[config.mk]
export PLATFORM = sky130hd
export DESIGN_NAME = dpll_reference_selector
export DESIGN_NICKNAME = d
export VERILOG_FILES = /design/src/verilog/dpll_ref_sel_pkg.sv /design/src/verilog/dpll_reference_selector.sv
export VERILOG_INCLUDE_DIRS = /design/src /design/src/verilog
export SDC_FILE = /design/constraint.sdc
export NUM_CORES = 2
export LEC_CHECK = 0
export ABC_AREA = 1
export BUFFER_PORTS_ARGS = -buffer_cell sky130_fd_sc_hd__buf_2
export CORE_MARGIN = 2
export CORE_UTILIZATION = 34
export CTS_CLUSTER_DIAMETER = 100
export CTS_CLUSTER_SIZE = 25
export DETAILED_ROUTE_END_ITERATION = 6
export HOLD_SLACK_MARGIN = 0.15
export SYNTH_ARGS = -nofsm -noshare
export SYNTH_HDL_FRONTEND = slang
export SYNTH_SLANG_ARGS = --single-unit
[constraint.sdc]
create_clock -name i_clk -period 10.3 [get_ports i_clk]
set_clock_uncertainty 0.1 [all_clocks]
set_input_delay 2.06 -clock i_clk [delete_from_list [all_inputs] [get_ports i_clk]]
set_output_delay 2.06 -clock i_clk [all_outputs]
set_load 0.01 [all_outputs]
[src/verilog/dpll_ref_sel_defs.svh]
`ifndef DPLL_REF_SEL_DEFS_SVH
`define DPLL_REF_SEL_DEFS_SVH
`define ADDR_CTRL     8'h00
`define ADDR_PRIO     8'h04
`define ADDR_VALTIME  8'h08
`define ADDR_MONEN    8'h0C
`define ADDR_SLEW     8'h10
`define ADDR_FREQ0    8'h14
`define ADDR_FREQ1    8'h18
`define ADDR_RDIV     8'h1C
`define ADDR_STATUS   8'h20
`define ADDR_BUILDOUT 8'h24
`define CTRL_RST      8'h00
`define PRIO_RST      8'h21
`define VALTIME_RST   16'h0100
`define MONEN_RST     8'h00
`define SLEW_LIM_RST  16'h0010
`define SLEW_TMR_RST  16'h0064
`define FREQ_RST      32'h0000_0000
`define RDIV_RST      16'h0001
`define MON_PER_REF   4
`define RESP_OKAY     2'h0
`define RESP_SLVERR   2'h2
`endif

[src/verilog/dpll_ref_sel_pkg.sv]
`default_nettype none
package dpll_ref_sel_pkg;
   typedef enum logic [1:0] {
      MODE_AUTO_REVERT,
      MODE_AUTO_NONREV,
      MODE_MAN_FALLBACK,
      MODE_MAN_HOLDOVER
   } sel_mode_e;
   typedef enum logic [1:0] {
      LOOP_FREERUN,
      LOOP_TRACK,
      LOOP_HOLDOVER
   } loop_state_e;
   typedef struct packed {
      logic      pps_inputs;
      logic      zero_delay_sync;
      logic      phase_slew_enable;
      logic      phase_cancel_en;
      logic      sel_from_pins;
      logic      manual_reference_choice;
      sel_mode_e mode;
   } ctrl_s;
   typedef struct packed {
      logic       pad1;
      logic [2:0] prio1;
      logic       pad0;
      logic [2:0] prio0;
   } prio_s;
   typedef struct packed {
      logic [1:0]  usable;
      logic        slewing;
      logic        freq_locked;
      logic [1:0]  ref_valid;
      loop_state_e loop;
      logic        sel;
   } status_s;
endpackage
`default_nettype wire

[src/verilog/dpll_reference_selector.sv]
// Overview of operation
// - Each input has priority 0..7; 0 never chosen automatically, 1 best.
// - Equal priorities favour reference_input_zero over reference_input_one.
// - Mux picks one of two inputs, automatically or manually.
// - Auto revertive always uses best valid input, switching immediately.
// - Auto non-revertive keeps current input until it turns invalid.
// - Manual modes take choice from register field or select pin.
// - Manual fallback keeps manual input until invalid, then best valid.
// - No valid prioritised input: holdover if history valid, else free-run.
// - Manual holdover mode enters holdover/free-run directly, no search.
// - Holdover ends when the selected input becomes valid again.
// - Selected input shown on status pin and status register.
// - Cancellation without slew keeps absorbed offset as permanent build-out.
// - Inputs frequency-locked when equal or dividing to common frequency.
// - Slew enable activates step limit and step timer.
// - With slew, cancelled offset is removed gradually by timed steps.
// - Slew also applies on acquisition exit and unlocked-input switches.
// - No cancellation and no slew: full offset passes to output.
// - 1-PPS hitless switching only with zero-delay sync disabled.
// - Gapped inputs accepted if gaps stay within one divided period.
// - Input valid only after enabled monitors clear for validation time.
//
// Design decisions made here: the register addresses and the AXI4-Lite interface to the registers.
`include "dpll_ref_sel_defs.svh"
`default_nettype none
module dpll_reference_selector
   import dpll_ref_sel_pkg::*;
(
   input  wire logic               i_clk,
   input  wire logic               i_rst_b,
   input  wire logic [7:0]         i_mon_flags,
   input  wire logic               i_sel_pin,
   input  wire logic               i_history_valid,
   input  wire logic signed [31:0] i_phase_offset,
   output var  logic               o_ref_sel,
   output var  loop_state_e        o_loop_state,
   output var  logic signed [31:0] o_phase_adj,
   input  wire logic [7:0]         i_axi_awaddr,
   input  wire logic               i_axi_awvalid,
   output var  logic               o_axi_awready,
   input  wire logic [31:0]        i_axi_wdata,
   input  wire logic [3:0]         i_axi_wstrb,
   input  wire logic               i_axi_wvalid,
   output var  logic               o_axi_wready,
   output var  logic [1:0]         o_axi_bresp,
   output var  logic               o_axi_bvalid,
   input  wire logic               i_axi_bready,
   input  wire logic [7:0]         i_axi_araddr,
   input  wire logic               i_axi_arvalid,
   output var  logic               o_axi_arready,
   output var  logic [31:0]        o_axi_rdata,
   output var  logic [1:0]         o_axi_rresp,
   output var  logic               o_axi_rvalid,
   input  wire logic               i_axi_rready
);
   ctrl_s        ctrl;
   prio_s        prio;
   logic [15:0]  valtime;
   logic [7:0]   mon_en;
   logic [15:0]  slew_limit;
   logic [15:0]  slew_timer;
   logic [31:0]  freq0;
   logic [31:0]  freq1;
   logic [15:0]  rdiv0;
   logic [15:0]  rdiv1;
   logic [7:0]   flag_meta;
   logic [7:0]   flag_sync;
   logic         pin_meta;
   logic         pin_sync;
   logic [1:0]   ref_valid;
   logic [1:0]   usable;
   logic         best;
   logic         has_best;
   logic         man;
   logic         next_sel;
   loop_state_e  next_loop;
   logic         switch_evt;
   logic         acq;
   logic         freq_locked;
   logic         hitless;
   logic         capture;
   logic         slewing;
   logic [15:0]  tmr_cnt;
   logic         tick;
   logic [31:0]  mag;
   logic [31:0]  lim_ext;
   logic [7:0]   waddr;
   logic [31:0]  wdata;
   logic [3:0]   wstrb;
   logic [31:0]  wmask;
   logic [31:0]  merged;
   status_s      status;

   // Monitor flags and select pin come from other domains
   always_ff @(posedge i_clk or negedge i_rst_b) begin
      if (!i_rst_b) begin
         flag_meta <= 8'h00;
         flag_sync <= 8'h00;
         pin_meta  <= 1'h0;
         pin_sync  <= 1'h0;
      end else begin
         flag_meta <= i_mon_flags;
         flag_sync <= flag_meta;
         pin_meta  <= i_sel_pin;
         pin_sync  <= pin_meta;
      end
   end

   for (genvar g = 0; g < 2; g++) begin : g_val
      logic [15:0] cnt;
      logic        hit;
      assign hit = |(flag_sync[g*`MON_PER_REF +: `MON_PER_REF]
                     & mon_en[g*`MON_PER_REF +: `MON_PER_REF]);
      // validation timer
      // Gap tolerance lives in the monitor windows, not here
      always_ff @(posedge i_clk or negedge i_rst_b) begin
         if (!i_rst_b) begin
            cnt          <= 16'h0000;
            ref_valid[g] <= 1'h0;
         end else if (hit) begin
            cnt          <= 16'h0000;
            ref_valid[g] <= 1'h0;
         end else if (cnt >= valtime) begin
            ref_valid[g] <= 1'h1;
         end else begin
            cnt <= cnt + 16'h0001;
         end
      end
   end

   assign usable = {ref_valid[1] && (prio.prio1 != 3'h0),
                    ref_valid[0] && (prio.prio0 != 3'h0)};
   assign best = !(usable[0] && (!usable[1] || prio.prio0 <= prio.prio1));
   assign has_best = |usable;
   assign man = ctrl.sel_from_pins ? pin_sync : ctrl.manual_reference_choice;

   always_comb begin
      next_sel  = o_ref_sel;
      next_loop = i_history_valid ? LOOP_HOLDOVER : LOOP_FREERUN;
      case (ctrl.mode)
         MODE_AUTO_REVERT: begin
            if (has_best) begin
               next_sel  = best;
               next_loop = LOOP_TRACK;
            end
         end
         MODE_AUTO_NONREV: begin
            if (o_loop_state == LOOP_TRACK && usable[o_ref_sel]) begin
               next_loop = LOOP_TRACK;
            end else if (has_best) begin
               next_sel  = best;
               next_loop = LOOP_TRACK;
            end
         end
         MODE_MAN_FALLBACK: begin
            if (ref_valid[man]) begin
               next_sel  = man;
               next_loop = LOOP_TRACK;
            end else if (has_best) begin
               next_sel  = best;
               next_loop = LOOP_TRACK;
            end
         end
         MODE_MAN_HOLDOVER: begin
            next_sel = man;
            if (ref_valid[man]) begin
               next_loop = LOOP_TRACK;
            end
         end
         default: begin
            next_loop = o_loop_state;
         end
      endcase
   end

   always_ff @(posedge i_clk or negedge i_rst_b) begin
      if (!i_rst_b) begin
         o_ref_sel    <= 1'h0;
         o_loop_state <= LOOP_FREERUN;
      end else begin
         o_ref_sel    <= next_sel;
         o_loop_state <= next_loop;
      end
   end

   always_ff @(posedge i_clk or negedge i_rst_b) begin
      if (!i_rst_b) begin
         freq_locked <= 1'h0;
      end else begin
         // Full 48-bit products: a 32-bit compare would wrap and fake a lock
         freq_locked <= (48'(freq0) * 48'(rdiv1)) == (48'(freq1) * 48'(rdiv0));
      end
   end

   assign acq = o_loop_state != LOOP_TRACK;
   assign switch_evt = next_loop == LOOP_TRACK && (acq || next_sel != o_ref_sel);
   // no hitless 1-PPS under zero-delay sync
   assign hitless = ctrl.phase_cancel_en && !(ctrl.pps_inputs && ctrl.zero_delay_sync);
   // slew on acquisition and unlocked switch
   assign capture = (hitless && freq_locked && !acq)
                    || (ctrl.phase_slew_enable && (acq || !freq_locked));
   assign mag = o_phase_adj[31] ? 32'(-o_phase_adj) : 32'(o_phase_adj);
   assign lim_ext = 32'(slew_limit);

   always_ff @(posedge i_clk or negedge i_rst_b) begin
      if (!i_rst_b) begin
         tmr_cnt <= 16'h0000;
         tick    <= 1'h0;
      end else if (!slewing || tick) begin
         tmr_cnt <= 16'h0000;
         tick    <= 1'h0;
      end else if (tmr_cnt >= slew_timer) begin
         tmr_cnt <= 16'h0000;
         tick    <= 1'h1;
      end else begin
         tmr_cnt <= tmr_cnt + 16'h0001;
      end
   end

   always_ff @(posedge i_clk or negedge i_rst_b) begin
      if (!i_rst_b) begin
         o_phase_adj <= 32'sh0000_0000;
         slewing     <= 1'h0;
      end else if (switch_evt) begin
         if (capture) begin
            o_phase_adj <= i_phase_offset;
            slewing     <= ctrl.phase_slew_enable;
         end else begin
            o_phase_adj <= 32'sh0000_0000;
            slewing     <= 1'h0;
         end
      end else if (!ctrl.phase_slew_enable) begin
         slewing <= 1'h0;
      end else if (slewing && tick) begin
         if (mag <= lim_ext) begin
            o_phase_adj <= 32'sh0000_0000;
            slewing     <= 1'h0;
         end else if (o_phase_adj[31]) begin
            o_phase_adj <= o_phase_adj + $signed(lim_ext);
         end else begin
            o_phase_adj <= o_phase_adj - $signed(lim_ext);
         end
      end
   end

   assign status = '{usable: usable, slewing: slewing, freq_locked: freq_locked,
                     ref_valid: ref_valid, loop: o_loop_state, sel: o_ref_sel};

   function automatic logic [31:0] rd_word(input logic [7:0] a);
      case ({a[7:2], 2'h0})
         `ADDR_CTRL:     rd_word = 32'(ctrl);
         `ADDR_PRIO:     rd_word = 32'(prio);
         `ADDR_VALTIME:  rd_word = 32'(valtime);
         `ADDR_MONEN:    rd_word = 32'(mon_en);
         `ADDR_SLEW:     rd_word = {slew_timer, slew_limit};
         `ADDR_FREQ0:    rd_word = freq0;
         `ADDR_FREQ1:    rd_word = freq1;
         `ADDR_RDIV:     rd_word = {rdiv1, rdiv0};
         `ADDR_STATUS:   rd_word = 32'(status);
         `ADDR_BUILDOUT: rd_word = o_phase_adj;
         default:        rd_word = 32'h0000_0000;
      endcase
   endfunction

   function automatic logic mapped(input logic [7:0] a);
      mapped = {a[7:2], 2'h0} <= `ADDR_BUILDOUT;
   endfunction

   // Write channels captured in either order
   always_ff @(posedge i_clk or negedge i_rst_b) begin
      if (!i_rst_b) begin
         o_axi_awready <= 1'h1;
         o_axi_wready  <= 1'h1;
         o_axi_bvalid  <= 1'h0;
         o_axi_bresp   <= `RESP_OKAY;
         waddr         <= 8'h00;
         wdata         <= 32'h0000_0000;
         wstrb         <= 4'h0;
      end else begin
         if (i_axi_awvalid && o_axi_awready) begin
            o_axi_awready <= 1'h0;
            waddr         <= i_axi_awaddr;
         end
         if (i_axi_wvalid && o_axi_wready) begin
            o_axi_wready <= 1'h0;
            wdata        <= i_axi_wdata;
            wstrb        <= i_axi_wstrb;
         end
         if (!o_axi_awready && !o_axi_wready && !o_axi_bvalid) begin
            o_axi_bvalid <= 1'h1;
            o_axi_bresp  <= mapped(waddr) ? `RESP_OKAY : `RESP_SLVERR;
         end
         if (o_axi_bvalid && i_axi_bready) begin
            o_axi_bvalid  <= 1'h0;
            o_axi_awready <= 1'h1;
            o_axi_wready  <= 1'h1;
         end
      end
   end

   always_comb begin
      for (int b = 0; b < 4; b++) begin
         wmask[b*8 +: 8] = {8{wstrb[b]}};
      end
      merged = (rd_word(waddr) & ~wmask) | (wdata & wmask);
   end

   // Write lands in the cycle bvalid rises
   always_ff @(posedge i_clk or negedge i_rst_b) begin
      if (!i_rst_b) begin
         ctrl       <= `CTRL_RST;
         prio       <= `PRIO_RST;
         valtime    <= `VALTIME_RST;
         mon_en     <= `MONEN_RST;
         slew_limit <= `SLEW_LIM_RST;
         slew_timer <= `SLEW_TMR_RST;
         freq0      <= `FREQ_RST;
         freq1      <= `FREQ_RST;
         rdiv0      <= `RDIV_RST;
         rdiv1      <= `RDIV_RST;
      end else if (!o_axi_awready && !o_axi_wready && !o_axi_bvalid) begin
         case ({waddr[7:2], 2'h0})
            `ADDR_CTRL:    ctrl    <= ctrl_s'(merged[7:0]);
            `ADDR_PRIO:    prio    <= prio_s'(merged[7:0]);
            `ADDR_VALTIME: valtime <= merged[15:0];
            `ADDR_MONEN:   mon_en  <= merged[7:0];
            `ADDR_SLEW: begin
               slew_limit <= merged[15:0];
               slew_timer <= merged[31:16];
            end
            `ADDR_FREQ0:   freq0   <= merged;
            `ADDR_FREQ1:   freq1   <= merged;
            `ADDR_RDIV: begin
               rdiv0 <= merged[15:0];
               rdiv1 <= merged[31:16];
            end
            default: begin
            end
         endcase
      end
   end

   always_ff @(posedge i_clk or negedge i_rst_b) begin
      if (!i_rst_b) begin
         o_axi_arready <= 1'h1;
         o_axi_rvalid  <= 1'h0;
         o_axi_rdata   <= 32'h0000_0000;
         o_axi_rresp   <= `RESP_OKAY;
      end else if (i_axi_arvalid && o_axi_arready) begin
         o_axi_arready <= 1'h0;
         o_axi_rvalid  <= 1'h1;
         o_axi_rdata   <= rd_word(i_axi_araddr);
         o_axi_rresp   <= mapped(i_axi_araddr) ? `RESP_OKAY : `RESP_SLVERR;
      end else if (o_axi_rvalid && i_axi_rready) begin
         o_axi_rvalid  <= 1'h0;
         o_axi_arready <= 1'h1;
      end
   end
endmodule
`default_nettype wire
# Yosys cells after proc, flatten, opt, wreduce, memory -nomap -nowiden
# Cells that the tools add are included.
[classes]
bitwise_logic = 6
n_addsub = 6
reduce_logical = 59
eq_ne = 30
order_cmp = 9
muxes = 53
mul = 2
[ops]
columns = ["operator", "n"]
rows = [
  ["$pmux 32 s10", 2],
  ["$mux 32", 7],
  ["$mul 32x16->48", 2],
  ["$mux 16", 6],
  ["$and 32x32->32", 2],
  ["$add 16x1->16 const B", 3],
  ["$eq 48x48->1", 1],
  ["$eq 6x3->1 const B", 8],
  ["$ge 16x16->1", 3],
  ["$add 32x17->32", 1],
  ["$le 32x16->1", 1],
  ["$neg 32->32", 1],
  ["$not 32->32", 1],
  ["$or 32x32->32", 1],
  ["$sub 32x17->32", 1],
  ["$mux 1", 29],
  ["$eq 6x2->1 const B", 4],
  ["$eq 6x4->1 const B", 4],
  ["$reduce_and 2->1", 10],
  ["$logic_and 1x1->1", 18],
  ["$reduce_bool 2->1", 9],
  ["$le 8x6->1 const B", 2],
  ["$mux 2", 7],
  ["$eq 6x1->1 const B", 2],
  ["18 further kinds", 40],
]
[totals]
out_inout_bits = 76
elab_cells = 210
input_bits = 101
reg_bits = 359

# Depth between registers and ports, before layout
[logic_depth]
depth_word = 14
depth_mapped = 37
depth_no_buf = 35

# Worst setup path after synthesis
# OpenSTA, ideal clock, no wires.
[synth_path]
path_kind = "reg2reg"
start = "reg freq1[17]"
end = "reg freq_locked"
arrival_time_ps = 5538
setup_slack_ps = 4590
t_required_ps = 10129
stages_incl_launch_ff = 30
path_cell_list = "dfrtp_1 -> clkbuf_1 -> buf_1 -> nand2_1 -> fa_1 -> fa_1 -> fa_1 -> fa_1 -> fa_1 -> fa_1 -> inv_1 -> ha_1 -> nand2_1 -> nor2_1 -> inv_1 -> nor2_1 -> nand2_1 -> nor2_1 -> nand2_1 -> nand3_1 -> nand2_1 -> nand2_1 -> inv_1 -> nand2_1 -> nand2_1 -> nor2_1 -> nand2_1 -> nor2_1 -> nand2_1 -> nor2_1"
[synth_between]
elab_chain_cells = 2
[synth_lines]
columns = ["item", "line_no", "source"]
rows = [
  ["start, declared", "dpll_reference_selector.sv:63", "logic [31:0] freq1;"],
  ["start signal, assigned", "dpll_reference_selector.sv:318", "freq1 <= `FREQ_RST;"],
  ["start signal, assigned", "dpll_reference_selector.sv:332", "`ADDR_FREQ1: freq1 <= merged;"],
  ["$mul 32x16->48", "dpll_reference_selector.sv:191", "freq_locked <= (48'(freq0) * 48'(rdiv1)) == (48'(freq1) * 48'(rdiv0));"],
  ["$eq 48x48->1", "dpll_reference_selector.sv:191", ""],
  ["end signal, assigned", "dpll_reference_selector.sv:191", ""],
  ["end, declared", "dpll_reference_selector.sv:79", "logic freq_locked;"],
]
# Every way passes these cells.
# A chain may end at the register's enable or synchronous reset.

# Worst setup path in the final report
[layout_path]
start = "reg rdiv0[7]"
end = "reg freq_locked"
[layout_between]
elab_chain_cells = 2
[layout_lines]
columns = ["item", "line_no", "source"]
rows = [
  ["start, declared", "dpll_reference_selector.sv:64", "logic [15:0] rdiv0;"],
  ["start signal, assigned", "dpll_reference_selector.sv:319", "rdiv0 <= `RDIV_RST;"],
  ["start signal, assigned", "dpll_reference_selector.sv:334", "rdiv0 <= merged[15:0];"],
  ["$mul 32x16->48", "dpll_reference_selector.sv:191", ""],
  ["$eq 48x48->1", "dpll_reference_selector.sv:191", ""],
]
# Every way passes these cells.

==> flow_summary_export.csv <==
group,metric,value,unit
hold_path,hold_depth,0,
yosys,synth_cell_types,66,
yosys,syn_inst,7965,
timing,worst_pin_slew,1200,ps
yosys,syn-mean-instance-area,7.27,sq um
timing,hold_viol,0,
yosys,synth_area_leaders,"fa_1 (29%), nand2_1 (16%), dfrtp_1 (15%)",
routing,routedWlPerCell,20.1,microns
clock_network,cts_resized,0,
clock_network,clkLatencyLatePin,590,ps
yosys,synth_top_area_cell,"fa_1",
pwr,power_switching,9.10,mW
critical_path,crit_fanout,19,
yosys,synth_top_area_frac,0.290,
hold_path,hold_start,"flag_meta[4]",
placement,numPlacedInstances,10000,
yosys,synth_edf_count,0,
critical_path,worst-path-buf-inv,4,
global_routing,grt_max_degree,158,
finish,final_util,0.361,
die,fp.dieW,417,microns
pwr,p_per_area,244,nW/um^2
clock_network,cts.sinks,355,
timing,hold-worst-slack,251,ps
die,ios,177,
routing,ant_nets,0,
timing,fmax,0.134,GHz
yosys,ys.flop_type,"dfrtp_1",
critical_path,crit_start,"rdiv0[7]",
timing,fin_crit,7490,ps
yosys,synth_common_cells,"nand2_1 (2459), inv_1 (1688), fa_1 (837)",
pwr,cellLeakagePower,29.3,nW
critical_path,start_kind,"flip-flop",
global_routing,antenna_found_initial,0,
global_routing,gr-total-overflow,0,
hold_path,min_to,"flag_sync[4]",
finish,design_area,61000,sq um
routing,routed_wl,203000,microns
global_routing,grt_use_total,0.234,
routing,via_per_inst,5.12,
critical_path,cp_top_family,"adder cells",
timing,finalCritPeriodShare,0.727,
clock_network,cts_max_level,1,
yosys,synth.cell_area,57900,sq um
finish,area_delta_synth_final,5.46,%
timing,worst_slew_margin_rel,0.192,
placement,place_area,60500,sq um
timing,setup_viol,0,
run_status,status,"finished clean",
clock_network,ctsHoldBuffers,0,
die,core,169000,sq um
finish,num-nets-final,9122,
yosys,async_reset_ff_frac,1.00,
clock_network,cts_setup_buffers,0,
placement,port_buffers,170,
timing,rsz0062_at_grt,"false",
critical_path,rr_worst_depth,28,
routing,dr.pass1.iters,6,
finish,drive_gt1_frac,0.0511,
critical_path,r2r_setup_slack,2810,ps
pwr,p_sw_frac,0.611,
global_routing,grt_pass1_wl,315000,microns
critical_path,path_class,"flip-flop to flip-flop",
routing,drc,0,
critical_path,endpoint_kind,"flip-flop",
yosys,yosysMostFrequentCell,"nand2_1",
critical_path,timing.rr.end,"freq_locked",
yosys,ys_seq_area_frac,0.154,
die,initial_core_util,0.342,
die,dieArea,174000,sq um
placement,gp_congestion,0.992,
flow_run,max_cap_violations,0,
finish,fin_cells,10100,
clock_network,clk_path_buf_depth,3,
critical_path,r2r_start,"rdiv0[7]",
placement,hpwl,161000,microns
clock_network,cts.clk_slew.worst_paths,110,ps
routing,drtIter0Drc,4517,
critical_path,crit_slowest_cell,"dfrtp_1",
timing,finalMaxSlewViolations,0,
critical_path,cpMostUsedCell,"nand2_1",
routing,via_count,51500,
pwr,p_comb_frac,0.729,
critical_path,cp_slowest_stage_delay,970,ps
clock_network,root_buffer,"clkbuf_16",
critical_path,critical_path_arrival,7820,ps
die,die_y,417,microns
timing,fin_setup_tns,0,ps
critical_path,worst-endpoint-required,10630,ps
die,row_count,151,
pwr,intPower,5.80,mW
pwr,peakVddDrop,0.487,mV
clock_network,numCtsBuffers,19,
clock_network,cts_tree,"done",
pwr,seq_power_share,0.212,
yosys,yosys_warnings,0,
hold_path,hold_class,"flip-flop to flip-flop",
yosys,ys_ff_latch,355,
pwr,clock_power_share,0.059,
global_routing,grt_pass1_vias,53200,
cell usage in the layout (no fill, tap or decap), types with 11 or more instances in the layout:
cell type / n
nor2_1: 411
nand3_1: 296
nand3b_1: 13
xnor2_1: 63
o21ai_0: 283
o22ai_1: 124
dfstp_2: 12
nor4_1: 13
o21ai_1: 26
o221ai_1: 22
nand2_1: 2456
buf_4: 55
a21oi_1: 205
nand2_2: 13
inv_2: 14
fa_1: 837
o21bai_1: 25
clkbuf_16: 19
inv_1: 1688
a221oi_1: 18
nor2_2: 11
o31ai_1: 15
nor3_1: 34
ha_1: 344
a21oi_2: 31
a211oi_1: 11
xor2_1: 102
nor2_4: 16
nand4_1: 53
dfrtp_2: 20
mux2_2: 12
dfrtp_1: 323
buf_2: 169
a21o_1: 13
metal layers:
| metal | vias up | global-route usage | routed length, microns |
|---|---|---|---|
| li1 | 23700 | - | - |
| met1 | 25500 | 0.310 | 85800 |
| met2 | 1971 | 0.390 | 93400 |
| met3 | 342 | 0.0300 | 14600 |
| met4 | 0 | 0.0878 | 8700 |
| met5 | - | 0 | 0 |
sequential cells by signal, summed over array words and instances, names as in the netlist, 32 cells and up:
name / flops
freq0: 32
freq1: 32
g_val.cnt: 32
o_axi_rdata: 32
o_phase_adj: 32
wdata: 32
power groups by stage:
stage / clock network [mW] / registers [mW] / logic (mW)
final: 0.887 / 3.16 / 10.9
after global routing: 0.949 / 3.19 / 12.1
after CTS: 0.907 / 3.10 / 10.8
after detailed placement: 0 / 3.13 / 10.7
after global placement: 0 / 3.11 / 10.6
after floorplan: 0 / 2.08 / 8.06
layout make-up:
cell class	count	area, sq um
diodes	1	2.50
clock buffers	29	513
clock inverters	4	63.8
fillers	17800	108000
inverters	1709	6410
multi-input cells	5529	41000
flip-flops and latches	355	8920
well taps	2218	2780
repair buffers	226	1290
worst register-to-register path: cells and delay by family, from the launching register on:
kind                     cells  cell delay (ps)
AND/OR/NAND/NOR             17             2200
buffers and inverters        4              580
flip-flops                   1              970
adder cells (fa/ha/maj)      7             3480
through the flow:
| stage | total power, mW | setup slack, ps |
|---|---|---|
| floorplan | 10.1 | 4590 |
| global placement | 13.7 | 2900 |
| detailed placement | 13.8 | 2900 |
| CTS | 14.8 | 2850 |
| global route | 16.2 | 2490 |
| finish | 14.9 | 2810 |
how the worst max path moves through the flow:
stage | cells past startpoint | endpoint
final | 28 | freq_locked
after global routing | 28 | freq_locked
after CTS | 28 | freq_locked
after detailed placement | 28 | freq_locked
after global placement | 28 | freq_locked
after floorplan | 29 | freq_locked
cell families (layout without fill, tap and decap cells):
| family | Yosys count | in the layout | share of synthesized area |
|---|---|---|---|
| AO/OA/AOI/OAI | 825 | 825 | 0.0840 |
| XOR/XNOR | 165 | 165 | 0.0250 |
| adder cells (fa/ha/maj) | 1181 | 1181 | 0.364 |
| buffers and inverters | 2082 | 1968 | 0.138 |
| flip-flops | 355 | 355 | 0.154 |
| multiplexers | 13 | 13 | 0.00251 |
| other | 1 | 3 | 0.0000648 |
| AND/OR/NAND/NOR | 3343 | 3343 | 0.233 |
Power figures use the tool's default switching activity.
